<file path="src/core/tes_regs.svh">
/*
  Register indices, field positions, reset values and scaling constants
  of the transient status / threshold block.
  Assumes a 32-bit word bus: byte address = 4 * register index.
*/
`ifndef TES_REGS_SVH
`define TES_REGS_SVH

// ----------------------------------------------------------------------
// register indices (byte address is four times the index)
// ----------------------------------------------------------------------
`define TES_IDX_CFG 8'h1d
`define TES_IDX_SRC 8'h1e
`define TES_IDX_THS 8'h1f
`define TES_IDX_CNT 8'h20
`define TES_IDX_CTRL 8'h40
`define TES_IDX_ISTAT 8'h41
`define TES_IDX_IMASK 8'h42
`define TES_IDX_THY_HI 8'h75
`define TES_IDX_THY_LO 8'h76
`define TES_IDX_THZ_HI 8'h77
`define TES_IDX_THZ_LO 8'h78

// ----------------------------------------------------------------------
// field positions
// ----------------------------------------------------------------------
`define TES_SRC_EA 6
`define TES_SRC_ZEF 5
`define TES_SRC_ZPOL 4
`define TES_SRC_YEF 3
`define TES_SRC_YPOL 2
`define TES_SRC_XEF 1
`define TES_SRC_XPOL 0
`define TES_THS_MODE 7

// ----------------------------------------------------------------------
// reset values and scaling
// ----------------------------------------------------------------------
`define TES_RST_BYTE 8'h00
`define TES_THS_MG_PER_LSB 63
`define TES_CNT_PER_G_8G 1024
`define TES_CNT_MAX 8'hff

`endif

</file>
<file path="src/core/tes_pkg.sv">
/*
  Types shared by the transient status / threshold block.
  Assumes tes_regs.svh holds every numeric constant.
*/
package tes_pkg;

  // one output-data-rate sample, already high-pass filtered upstream
  typedef struct packed {
    logic valid;
    logic signed [13:0] x;
    logic signed [13:0] y;
    logic signed [13:0] z;
  } tes_sample_s;

  // full-scale encoding of the range select field
  typedef enum logic [1:0] {
    TES_RANGE_2G = 2'h0,
    TES_RANGE_4G = 2'h1,
    TES_RANGE_8G = 2'h2
  } tes_range_e;

  // complete register and logic state of the block
  typedef struct packed {
    logic [2:0] flag;
    logic [2:0] pol;
    logic [7:0] cfg;
    logic [7:0] ths;
    logic [7:0] cnt;
    logic [7:0] ctrl;
    logic [7:0] thy_hi;
    logic [7:0] thy_lo;
    logic [7:0] thz_hi;
    logic [7:0] thz_lo;
    logic istat;
    logic imask;
    logic [7:0] dbc;
    logic ack;
    logic [31:0] rdata;
  } tes_state_s;

endpackage

</file>
<file path="src/core/tes_core.sv">
/*
  Transient (AC) event status and threshold logic with a classic
  Wishbone slave, a one-bit sticky interrupt and its mask.
  Assumes samples arrive already high-pass filtered, one valid pulse
  per output-data-rate period, synchronous to clk_i.
*/
`timescale 1ns/1ps
`include "tes_regs.svh"

// Behaviour
// - The summary active bit is set while any axis flag is set and clear otherwise.
// - An axis flag sets if that axis is over threshold when the shared debounce count is reached; Z, Y, X flags at bits 5, 3, 1.
// - Each polarity bit is zero for a positive excursion and one for a negative one, at bits 4, 2, 0.
// - With latch enable set, flags and polarity freeze once the interrupt event fires.
// - With latch enable clear, later events keep updating flags and polarity.
// - A set flag clears only as a side effect of a host read of the source register.
// - Debounce mode zero decrements the counter in a sample period without the condition.
// - Debounce mode one clears the counter in a sample period without the condition.
// - The shared threshold is 7-bit unsigned at 62.5 mg (64 counts) per step on the 8 g scale, whatever the range.
// - The low-noise bit forces the measurement range to 4 g.
// - With per-axis thresholds on, X uses the shared field and Y is built from the two Y registers.
// - With per-axis thresholds on, Z is built from the low bit and six upper bits of the two Z registers.
// - An event is signalled when enabled axes, one alone or hopping between them, stay beyond threshold for the debounce duration.
// - The debounce count register gives the minimum count needed to raise the flags.
module tes_core (
  input wire logic clk_i, // 200 MHz clock
  input wire logic rst_i, // synchronous reset, high
  input wire logic wb_cyc_i, // bus cycle
  input wire logic wb_stb_i, // bus strobe
  input wire logic wb_we_i, // write enable
  input wire logic [9:0] wb_adr_i, // byte address
  input wire logic [3:0] wb_sel_i, // byte lanes
  input wire logic [31:0] wb_dat_i, // write data
  output logic [31:0] wb_dat_o, // read data
  output logic wb_ack_o, // acknowledge
  input wire tes_pkg::tes_sample_s sample_i, // filtered sample
  output logic irq_o // level interrupt
);
  import tes_pkg::*;

  // ----------------------------------------------------------------------
  // scaling
  // ----------------------------------------------------------------------
  // threshold step in 8 g counts, truncated (64 counts, 62.5 mg)
  localparam int unsigned TH_STEP = `TES_THS_MG_PER_LSB * `TES_CNT_PER_G_8G / 1000;

  // over-threshold test of one axis on the 8 g scale
  // trade-off: a whole-count step keeps the compare a shift, at half a milli-g per step
  // limitation: 2 g data drops its two low bits on the way to the 8 g scale
  function automatic logic axis_over(
    input logic signed [13:0] a,
    input tes_range_e rng,
    input logic [6:0] th
  );
    logic signed [13:0] s8;
    logic [14:0] mag;
    logic [14:0] lim;
    s8 = (rng == TES_RANGE_2G) ? (a >>> 2) : (rng == TES_RANGE_4G) ? (a >>> 1) : a;
    mag = s8[13] ? 15'(-$signed({s8[13], s8})) : {1'b0, s8};
    lim = 15'(th * TH_STEP);
    return mag > lim;
  endfunction

  // ----------------------------------------------------------------------
  // state and decode
  // ----------------------------------------------------------------------
  tes_state_s s;
  tes_state_s n;
  logic [7:0] idx;
  logic req;
  logic wr;
  logic read_src;
  logic [2:0] en;
  logic [2:0] over;
  logic [2:0] sgn;
  logic cond;
  logic fire;
  logic hold;
  logic [7:0] dbc_nx;
  tes_range_e range_eff;
  logic [6:0] thx;
  logic [6:0] thy;
  logic [6:0] thz;
  logic [2:0] fbase;
  logic [2:0] pbase;

  // bus decode: one wait state, ack drops the cycle after it was given
  assign idx = wb_adr_i[9:2];
  assign req = wb_cyc_i & wb_stb_i & ~s.ack;
  assign wr = req & wb_we_i & wb_sel_i[0];
  assign read_src = req & ~wb_we_i & (idx == `TES_IDX_SRC);

  // axis enables: cfg bits 3..1 hold Z, Y, X
  assign en = {s.cfg[3], s.cfg[2], s.cfg[1]};
  assign hold = s.cfg[4] & (|s.flag);

  // low noise overrides the range select field
  assign range_eff = s.ctrl[1] ? TES_RANGE_4G : tes_range_e'(s.ctrl[3:2]);

  // per-axis thresholds; the X axis always uses the shared field
  assign thx = s.ths[6:0];
  assign thy = s.ctrl[0] ? {s.thy_hi[0], s.thy_lo[7:2]} : s.ths[6:0];
  assign thz = s.ctrl[0] ? {s.thz_hi[0], s.thz_lo[7:2]} : s.ths[6:0];

  // bit order {z, y, x} matches the flag and polarity vectors
  assign over[0] = en[0] & axis_over(sample_i.x, range_eff, thx);
  assign over[1] = en[1] & axis_over(sample_i.y, range_eff, thy);
  assign over[2] = en[2] & axis_over(sample_i.z, range_eff, thz);
  assign sgn = {sample_i.z[13], sample_i.y[13], sample_i.x[13]};
  assign cond = |over;

  // debounce counter next value, evaluated per sample period
  // one counter serves all axes, so motion that hops between axes still adds up
  always_comb
  begin
    dbc_nx = s.dbc;
    if (sample_i.valid)
    begin
      if (cond)
        dbc_nx = (s.dbc == `TES_CNT_MAX) ? s.dbc : s.dbc + 8'h01;
      else if (s.ths[`TES_THS_MODE])
        dbc_nx = 8'h00;
      else if (s.dbc != 8'h00)
        dbc_nx = s.dbc - 8'h01;
    end
  end

  // count zero fires on the first period with the condition
  assign fire = sample_i.valid & cond & (dbc_nx >= s.cnt);

  // ----------------------------------------------------------------------
  // next state
  // ----------------------------------------------------------------------
  always_comb
  begin
    n = s;
    n.ack = req;
    n.dbc = dbc_nx;
    // a read clears first, so an event in the same cycle survives it
    fbase = read_src ? 3'h0 : s.flag;
    pbase = read_src ? 3'h0 : s.pol;
    n.flag = fbase;
    n.pol = pbase;
    if (fire && (!hold || read_src))
    begin
      n.flag = fbase | over;
      n.pol = (pbase & ~over) | (sgn & over);
    end
    // sticky event bit: a set beats a write-one clear
    n.istat = fire | (s.istat & ~(wr && idx == `TES_IDX_ISTAT && wb_dat_i[0]));
    // writes land at the edge the request is taken, ack follows a cycle later
    if (wr)
    begin
      unique case (idx)
        `TES_IDX_CFG: n.cfg = {3'h0, wb_dat_i[4:0]};
        `TES_IDX_THS: n.ths = wb_dat_i[7:0];
        `TES_IDX_CNT: n.cnt = wb_dat_i[7:0];
        `TES_IDX_CTRL: n.ctrl = {4'h0, wb_dat_i[3:0]};
        `TES_IDX_IMASK: n.imask = wb_dat_i[0];
        `TES_IDX_THY_HI: n.thy_hi = wb_dat_i[7:0];
        `TES_IDX_THY_LO: n.thy_lo = wb_dat_i[7:0];
        `TES_IDX_THZ_HI: n.thz_hi = wb_dat_i[7:0];
        `TES_IDX_THZ_LO: n.thz_lo = wb_dat_i[7:0];
        default: n.cfg = s.cfg; // read-only or unmapped: ignored
      endcase
    end
    // read data shows the value before any read side effect
    n.rdata = 32'h0;
    if (req && !wb_we_i)
    begin
      unique case (idx)
        `TES_IDX_SRC: n.rdata = {25'h0, |s.flag, s.flag[2], s.pol[2],
                                 s.flag[1], s.pol[1], s.flag[0], s.pol[0]};
        `TES_IDX_CFG: n.rdata = {24'h0, s.cfg};
        `TES_IDX_THS: n.rdata = {24'h0, s.ths};
        `TES_IDX_CNT: n.rdata = {24'h0, s.cnt};
        `TES_IDX_CTRL: n.rdata = {24'h0, s.ctrl};
        `TES_IDX_ISTAT: n.rdata = {31'h0, s.istat};
        `TES_IDX_IMASK: n.rdata = {31'h0, s.imask};
        `TES_IDX_THY_HI: n.rdata = {24'h0, s.thy_hi};
        `TES_IDX_THY_LO: n.rdata = {24'h0, s.thy_lo};
        `TES_IDX_THZ_HI: n.rdata = {24'h0, s.thz_hi};
        `TES_IDX_THZ_LO: n.rdata = {24'h0, s.thz_lo};
        default: n.rdata = 32'h0;
      endcase
    end
  end

  // ----------------------------------------------------------------------
  // state register
  // ----------------------------------------------------------------------
  always_ff @(posedge clk_i)
  begin
    if (rst_i)
    begin
      s <= '0;
      s.cfg <= `TES_RST_BYTE;
      s.ths <= `TES_RST_BYTE;
      s.cnt <= `TES_RST_BYTE;
    end
    else
      s <= n;
  end

  // outputs straight from flip-flops, interrupt gated by the mask
  assign wb_dat_o = s.rdata;
  assign wb_ack_o = s.ack;
  assign irq_o = s.istat & s.imask;
endmodule // tes_core

</file>
<file path="config.mk">
export PLATFORM = sky130hd
export DESIGN_NAME = tes_core
export DESIGN_NICKNAME = d
export VERILOG_FILES = /design/src/core/tes_pkg.sv /design/src/core/tes_core.sv
export VERILOG_INCLUDE_DIRS = /design/src /design/src/core
export SDC_FILE = /design/constraint.sdc
export NUM_CORES = 1
export LEC_CHECK = 0
export ABC_AREA = 1
export BUFFER_PORTS_ARGS = -buffer_cell sky130_fd_sc_hd__buf_2
export CORE_UTILIZATION = 52
export DETAILED_ROUTE_END_ITERATION = 16
export PLACE_DENSITY_LB_ADDON = 0.3
export SETUP_SLACK_MARGIN = 0.02
export SYNTH_ARGS = -nofsm -noshare
export SYNTH_HDL_FRONTEND = slang
export SYNTH_SLANG_ARGS = --single-unit
</file>
<file path="constraint.sdc">
create_clock -name clk_i -period 4.3 [get_ports clk_i]
set_input_delay 0.215 -clock clk_i [delete_from_list [all_inputs] [get_ports clk_i]]
set_output_delay 0.215 -clock clk_i [all_outputs]
set_load 0.01 [all_outputs]
</file>
# [Yosys cells after proc, flatten, opt, wreduce, memory -nomap -nowiden]
# Index checks and enable logic that the tools add are counted.
[word_totals] inputBits=94 out_inout_bits=34 regBits=106 word_cells=103
[classes] n_addsub=5 order_cmp=4 n_bitwise=24 n_eq_ne=13 muxes=21 reduce_logical=21
[ops] operator="$pmux 8 s11" n=1
[ops] operator="$mux 13" n=6
[ops] operator="$eq 8x7->1 const B" n=7
[ops] operator="$gt 15x13->1" n=3
[ops] operator="$mux 15" n=3
[ops] operator="$neg 14->15" n=3
[ops] operator="$mux 8" n=5
[ops] operator="$eq 8x5->1 const B" n=3
[ops] operator="$reduce_and 2->1" n=9
[ops] operator="$and 1x1->1" n=14
[ops] operator="$mux 7" n=2
[ops] operator="$add 8x1->8 const B" n=1
[ops] operator="$eq 8x6->1 const B" n=1
[ops] operator="$eq 8x8->1 const B" n=1
[ops] operator="$ge 8x8->1" n=1
[ops] operator="$reduce_bool 8->1" n=1
[ops] operator="$sub 8x1->8 const B" n=1
[ops] operator="$and 3x3->3" n=2
[ops] operator="$mux 3" n=2
[ops] operator="$mux 6" n=1
[ops] operator="$or 3x3->3" n=2
[ops] operator="$reduce_or 3->1" n=2
[ops] operator="$logic_and 1x1->1" n=4
[ops] operator="$not 1->1" n=4
[ops] operator="other kinds (8)" n=9

# [Logic depth before layout (Yosys ltp)]
# Gate-level depths: netlist of run 1.
[logic_depth] ltp_word=15 ltp_mapped=42 ltp_nobuf=40

# [Worst setup path before layout of run 1]
# No wires, ideal clock.
[synth_path] path_kind="reg-to-reg" start="register s[78] (netlist name)" end="register s[107] (netlist name)" setup_slack_ns=-0.330 stages_incl_launch_ff=41 setup_ns=0.064 t_required_ns=4.236 arrival_time_ns=4.566 period_less_slack_ns=4.630 path_buffers=3 path_cell_list="dfxtp_1 > buf_6 > nand2_4 > buf_4 > nand3_1 > nand3_1 > inv_1 > ha_1 > nand3_1 > o41ai_1 > o21ai_0 > xor2_1 > inv_1 > ha_1 > nand2_1 > nor2_1 > nand3_1 > nor2_1 > (+5 left out) > nand2_2 > nand3_4 > buf_6 > nand2_1 > nand3_1 > nand2_1 > inv_1 > ha_1 > nand2_1 > nor2_1 > nand4_1 > o2111ai_1 > nand2_1 > inv_1 > nand4_1 > nand2_1 > inv_1 > nor2_1"
[synth_via] elab_chain_cells=15 word_cells_on_any_way=33 classes_between="add/sub (3); order compare (4); eq/ne (1); mux (13); bitwise (9); reduce/logical (3)"
[synth_lines] element="start: declaration" line_no="tes_core.sv:67" source="tes_state_s s;"
[synth_lines] element="start signal: assignment" line_no="tes_core.sv:202" source="s <= n;"
[synth_lines] element="$mux 2 (*)" line_no="tes_core.sv:98" source="assign range_eff = s.ctrl[1] ? TES_RANGE_4G : tes_range_e'(s.ctrl[3:2]);"
[synth_lines] element="$eq 2x1->1" line_no="tes_core.sv:58" source="s8 = (rng == TES_RANGE_2G) ? (a >>> 2) : (rng == TES_RANGE_4G) ? (a >>> 1) : a;"
[synth_lines] element="$mux 13 (2 in a row)" line_no="tes_core.sv:58"
[synth_lines] element="$neg 14->15" line_no="tes_core.sv:59" source="mag = s8[13] ? 15'(-$signed({s8[13], s8})) : {1'b0, s8};"
[synth_lines] element="$mux 15" line_no="tes_core.sv:59"
[synth_lines] element="$gt 15x13->1" line_no="tes_core.sv:61" source="return mag > lim;"
[synth_lines] element="$and 1x1->1 (on tied branches)" line_no="tes_core.sv:106, tes_core.sv:107, tes_core.sv:108"
[synth_lines] element="$reduce_or 3->1 (*)" line_no="tes_core.sv:110" source="assign cond = |over;"
[synth_lines] element="$mux 8 (*)" line_no="tes_core.sv:119" source="if (cond)"
[synth_lines] element="$mux 8 (*)" line_no="tes_core.sv:117" source="if (sample_i.valid)"
[synth_lines] element="net dbc_nx[7]" line_no="tes_core.sv:79" source="logic [7:0] dbc_nx;"
[synth_lines] element="$ge 8x8->1 (*)" line_no="tes_core.sv:129" source="assign fire = sample_i.valid & cond & (dbc_nx >= s.cnt);"
[synth_lines] element="$and 1x1->1 (*)" line_no="tes_core.sv:129"
[synth_lines] element="$logic_and 1x1->1 (*)" line_no="tes_core.sv:144" source="if (fire && (!hold || read_src))"
[synth_lines] element="$mux 6 (*)" line_no="tes_core.sv:144"
# Mark *: on every way through the listed nets, which the timed path passes. The rest lies on a longest branch.
# A chain may end at the register's enable or synchronous reset.

# [Worst setup path after layout of run 1]
[layout_path] start="register s[78] (netlist name)" end="register s[108] (netlist name)"
# The elaborated chain is that of the path after synthesis.

==> impl_results.md, run 1 <==
* Placed instance count at 1384
* Synthesis Warnings at 0
* Leak Pwr at 0.004294 uW
* Cell Count, Final, Fillers Out at 1429
* Count of pins over their slew limit at 0
* Top-count cell post-synth: nand2_1
* Fin. Hold Viols at 0
* Final setup viols at 7
* Pin count of the biggest net entering global routing at 54
* Fillers at 1144
* H-tree depth at 3
* Max Fclk at 207.7 MHz
* Post-Route WL at 21.30 mm
* First-pass GRT wire length at 33.13 mm
* Critical Path AT at 5.09 ns
* Reg clk slew, reported paths at 0.06 ns
* GP Congestion at 0.9435
* Layout cell share with drive strength beyond 1 at 0.2697
* Vias at 7881
* Synthesized flop and latch total at 82
* Post-synthesis sequential area ratio at 0.2416
* First drt pass iteration count at 5
* EDFF count, synth at 0
* Top cells by area, synth: dfxtp_1, nand2_1, nand3_1
* Peak per-stage delay on the critical path at 0.41 ns
* Pre-CTS WS at -0.7155 ns
* Slowest stage cell, crit path: dfxtp_4
* Register area at 1650 um^2
* Num ports at 128
* Slew HR at 0.2015
* Final period util at 1.119
* Worst slew pin tran at 1.187 ns
* Starting Density at 0.5363
* Crit path max-delay family: simple AND/OR/NAND/NOR gates
* Final Util at 0.6987
* Total track usage at 0.3108
* Vias in the first global route at 7224
* # port buffers at 74
* Synth Flop Type: dfxtp_1
* Layout Nets at 1383
* Fin Setup TNS at -3.362 ns
* Core area at 12670 um^2
* Distinct cell type count after synthesis at 43
* Peak supply drop at 348.0 uV
* Clk buf depth at 2
* Routed WL per cell at 14.91 um
* Netlist Area Pre-Place at 6795 um^2
* Power Total at 2101 uW
* Crit path top cell by count: nand2_2
* Unrepaired setup endpoints after global routing: yes
* Worst EP required at 4.58 ns
* GRT overflow at 0
* CP Buf/Inv Count at 7
* Final ANT Viol Nets at 0
* Status: finished, violations left
* CTS Buf Count at 9
* Diodes inserted at 0
* Clk_lat worst skew at 0.34 ns
* Cells after Synth at 1084
* Syn avg cell area at 6.269 um^2
* Hold WC Path Type: input pin to flop
* Largest area contributor in the netlist: dfxtp_1
* Via density per instance at 5.515
* Pwr dens at 237.3 nW/um^2
* Clock skew at 0.003928 ns
* DR iter-0 viols at 631
* Violated checks: setup timing
* MaxCap Viol Count at 0
* Worst setup path class: flop to flop
* Chip height at 116.3 um
* Clk sink count at 82
* CP Launch Type: flop
* Crit Path Max Fanout at 7
* Die width at 116.3 um
* Hold-fix buffers, CTS at 0
* Ys async rst share at 0
* DRC errors left at 0
* Critical Path End Type: flop
* CTS tree: yes
* Layout area overhead at 30.29%
* Min Tclk post-route at 4.814 ns
* Hpwl dp at 15.34 mm
* Row count at 41
* Root buffer cell: clkbuf_16
* Most frequent cells after synthesis: nand2_1, inv_1, nor2_1, nand3_1, a21oi_1
* Final worst slack at -0.5135 ns
* Area of the multi-input gates at 4691 um^2
* Die area at 13530 um^2
* Initial antenna violation count at 0
* Yosys top cell area share at 0.2416
-- power by group --
part           internal [uW]  total [uW]  switching (uW)
Combinational            260         605             345
Sequential               770         786            16.9
Clock                    401         709             308
-- final cells by class --
cell class              count  share of cell area
multi-input cells         812              0.5298
flip-flops and latches     82              0.1864
repair buffers            207              0.1679
clock inverters             4            0.003250
well taps                 172             0.02431
clock buffers              10             0.02699
inverters                 142             0.06133
-- sequential cells by signal (all words and copies together), names as in the netlist --
name,flops
en,3
s,70
wb_ack_o,1
wb_dat_o,8
-- worst min-delay path: stages --
cell and delay (ns):
buf_2 0.09, nand2_1 0.04, nor2_1 0.04, inv_1 0.06, nor2_1 0.04
-- per-layer routing --
layer,vias to the layer above,wire (um),GRT usage
met3,61,1323,0.06072
met1,3625,8946,0.3831
met5,-,0,0
li1,3901,-,-
met4,0,584,0.09829
met2,294,10450,0.5428
-- kinds of logic (layout without fill, tap and decap cells) --
| kind of cell | count (synthesis) | after routing | share of synthesized area |
|---|---|---|---|
| AO/OA/AOI/OAI | 223 | 223 | 0.1863 |
| XOR/XNOR | 26 | 26 | 0.03351 |
| adder cells (fa/ha/maj) | 35 | 35 | 0.06444 |
| buffers and inverters | 214 | 363 | 0.1473 |
| flip-flops | 82 | 82 | 0.2416 |
| other | 1 | 24 | 0.0005519 |
| AND/OR/NAND/NOR | 503 | 504 | 0.3263 |
-- path summary, 6_finish.rpt --
path                 start  endpoint  slack, ns  depth (start not counted)
setup / recovery     s[78]    s[108]      -0.51                         38
hold / removal    wb_stb_i  wb_ack_o       0.19                          5
setup reg to reg     s[78]    s[108]      -0.51                         38
hold reg to reg      s[59]     s[59]       0.49                          2
-- placed cells by master (no fill, tap or decap), types with 5 or more instances in the layout --
cell       synthesis  final
nor2_4             0      5
ha_1              35     25
o21ai_0           77     74
nand2_1          215    192
nand2_2            3     21
inv_1            133    122
nor3_1            11      9
buf_2             11     74
nand2_4            3      5
clkbuf_16          0      9
a21oi_1           92     91
xor2_1            21     21
nor2_2            14     15
nor2_1           116    110
ha_4               0     10
nand3_1          101     79
buf_6              7      6
nand4_1           27     27
o211ai_1           5      5
buf_4             35    119
dfxtp_1           82     79
a211oi_1          11     11
xnor2_1            5      5
buf_12             0      7
nand3_2            3     26
a221oi_1           8      8
inv_2              8     17
conb_1             1     24
-- what timing repair did --
action,in CTS,in global routing
pin swaps,27,30
setup endpoints to repair,7,7
gates resized for setup,55,42
setup buffers,20,10
cloned,1,0
-- metrics by stage --
step / instance area (um^2) / hold slack [ns]
6_report: 8853 / 0.1927
5_1_grt: 8853 / 0.2185
4_1_cts: 8592 / 0.1896
3_5_place_dp: 7943 / 0.4784
3_3_place_gp: 7943 / 0.4779
2_1_floorplan: 6958 / 0.2935
(Power assumes the default switching activity.)
==> inputs of run 2 (changes only) <==
CAP_MARGIN = 20   (was not set)
PLACE_DENSITY = 0.84   (was not set)
PLACE_DENSITY_LB_ADDON = not set   (was 0.3)
==> run 2 against run 1 <==
  * The run still ends with setup timing left
  * First-iteration DRC count grew 68%
  * Non-clock buffer count rose by 43
  * Final area rose by 5.0%
  * Sequential power is essentially flat
  * Critical endpoint is now s[42]
  * Clock power is 22% higher
  * Register-to-register slack worse by 0.16 ns
  * Via count rose by 8.5%
  * Cell count grew 3.2%
  * Flip-flop and latch count unchanged
  * Worst setup slack got worse by 0.16 ns
==> impl_results.md, run 2 (synthesis results as in run 1) <==
* Die area at 13530 um^2
* Vias in the first global route at 7527
* Min Tclk post-route at 4.970 ns
* Peak per-stage delay on the critical path at 0.43 ns
* Slowest stage cell, crit path: dfxtp_4
* Biggest register: s
* CP Launch Type: flop
* Crit Path Max Fanout at 8
* Pin count of the biggest net entering global routing at 54
* Count of pins over their slew limit at 0
* Die width at 116.3 um
* Row count at 41
* Clk buf depth at 2
* Placed instance count at 1384
* Status: finished, violations left
* Worst slew pin tran at 1.113 ns
* DP Area at 7893 um^2
* Num ports at 128
* R2R Setup Slk at -0.67 ns
* Power Total at 2329 uW
* Starting Density at 0.5363
* First-pass GRT wire length at 35.38 mm
* Final period util at 1.156
* Final setup viols at 8
* Final worst slack at -0.6700 ns
* CTS tree: yes
* Leak Pwr at 0.004519 uW
* Hpwl dp at 15.19 mm
* Crit path top cell by count: nand2_2
* GRT busiest layer: met2
* Root buffer cell: clkbuf_16
* GP Congestion at 0.9529
* Reg2reg path depth at 38
* Max Fclk at 201.2 MHz
* Most common cell after layout, fill and taps aside: nand2_1
* Clock skew at 0.007302 ns
* Cell Count, Final, Fillers Out at 1475
* Core area at 12670 um^2
* Max FFs per register at 70
* Fin area at 9294 um^2
* Reg2reg start: s[78]
* # port buffers at 74
* Worst EP required at 4.58 ns
* Critical Path End Type: flop
* DR iter-0 viols at 1059
* Total track usage at 0.3309
* Met1 usage at 0.4087
* CTS Buf Count at 9
* Violated checks: setup timing
* Fin. Hold Viols at 0
* Clk_lat worst skew at 0.35 ns
* H-tree depth at 3
* Commonest cells after routing, fill and taps aside: nand2_1, buf_4, inv_1
* Worst setup path class: flop to flop
* Hold WC Path Type: input pin to flop
* Critical path endpoint: s[42]
* Routed WL per cell at 16.11 um
* Pwr dens at 250.6 nW/um^2
* Slew HR at 0.2524
* Layout Nets at 1427
* Via density per instance at 5.795
* Diodes inserted at 0
* Layout cell share with drive strength beyond 1 at 0.3008
* Critical Path AT at 5.25 ns
* Unrepaired setup endpoints after global routing: yes
* Reg2reg end: s[42]
* First drt pass iteration count at 8
* Vias at 8547
* Reg clk slew, reported paths at 0.07 ns
* Worst setup startpoint: s[78]
* Post-Route WL at 23.76 mm
* MaxCap Viol Count at 0
* Met2 Track Usage GR at 0.5811
* GRT met3 Usage at 0.04826
* DRC errors left at 0
* Clk sink count at 82
* GRT overflow at 0
* Chip height at 116.3 um
* Peak supply drop at 341.3 uV
* Final ANT Viol Nets at 0
* Initial antenna violation count at 0
* Layout area overhead at 36.77%
run 2: cell types whose count changed in the layout (fill, tap and decap cells not counted), moves of 3 or more:
cell | before | now
buf_4 | 119 | 160
inv_1 | 122 | 118
buf_12 | 7 | 4
clkbuf_2 | 0 | 3
inv_2 | 17 | 20
inv_6 | 1 | 4
run 2: per-stage QoR:
stage	setup WS, ns	hold WS [ns]	TNS (ns)	util
after global routing	-1.092	0.2247	-8.246	0.7335
after detailed placement	-0.7348	0.4745	-4.849	0.6229
after CTS	-0.3194	0.1926	-2.229	0.6968
after floorplan	-0.1246	0.2935	-0.6295	-
final	-0.6700	0.1906	-4.944	0.7335
after global placement	-0.6497	0.4774	-4.340	0.6229
run 2: routing by layer:
layer	up-vias	wire [um]
met1	3900	9124
met3	111	2033
met5	-	0
met4	0	1012
met2	548	11580
li1	3988	-
run 2: layout make-up:
cell class                 instances  area (um^2)
clock buffer                      10        239.0
sequential                        82         1650
tap                              172        215.2
multi-input combinational        813         4765
clock inverter                     6        93.84
inverter                         142        548.0
fill                             890         3377
timing repair buffer             250         1783
run 2: worst max-delay path, delay by kind of cell (launching register included):
family	cells	cell delay, ns
adder cells (fa/ha/maj)	3	0.73
AND/OR/NAND/NOR	20	1.98
flip-flops	1	0.43
XOR/XNOR	1	0.10
buffers and inverters	8	0.73
AO/OA/AOI/OAI	6	0.89
run 2: timing repair:
action / 4_1_cts / 5_1_grt
pin swaps: 48 / 46
gates cloned: 2 / 1
resized for setup: 57 / 57
endpoints found under the setup margin: 7 / 8
hold buffers: 0 / 0
setup buffers: 44 / 26
run 2: power by group:
group | leakage, uW | switching, uW | internal, uW | total (uW)
clock network | 0.000160 | 335 | 531 | 866
registers | 0.000664 | 16.4 | 769 | 786
logic | 0.00369 | 377 | 302 | 678
run 2: worst min-delay path by stage:
stage	start	to	slack, ns	depth (start not counted)
6_report	wb_stb_i	wb_ack_o	0.19	5
4_1_cts	wb_stb_i	wb_ack_o	0.19	5
2_1_floorplan	rst_i	s[83]	0.29	1
3_5_place_dp	s[110]	s[110]	0.47	2
3_3_place_gp	s[43]	s[43]	0.48	2
5_1_grt	wb_stb_i	wb_ack_o	0.22	5
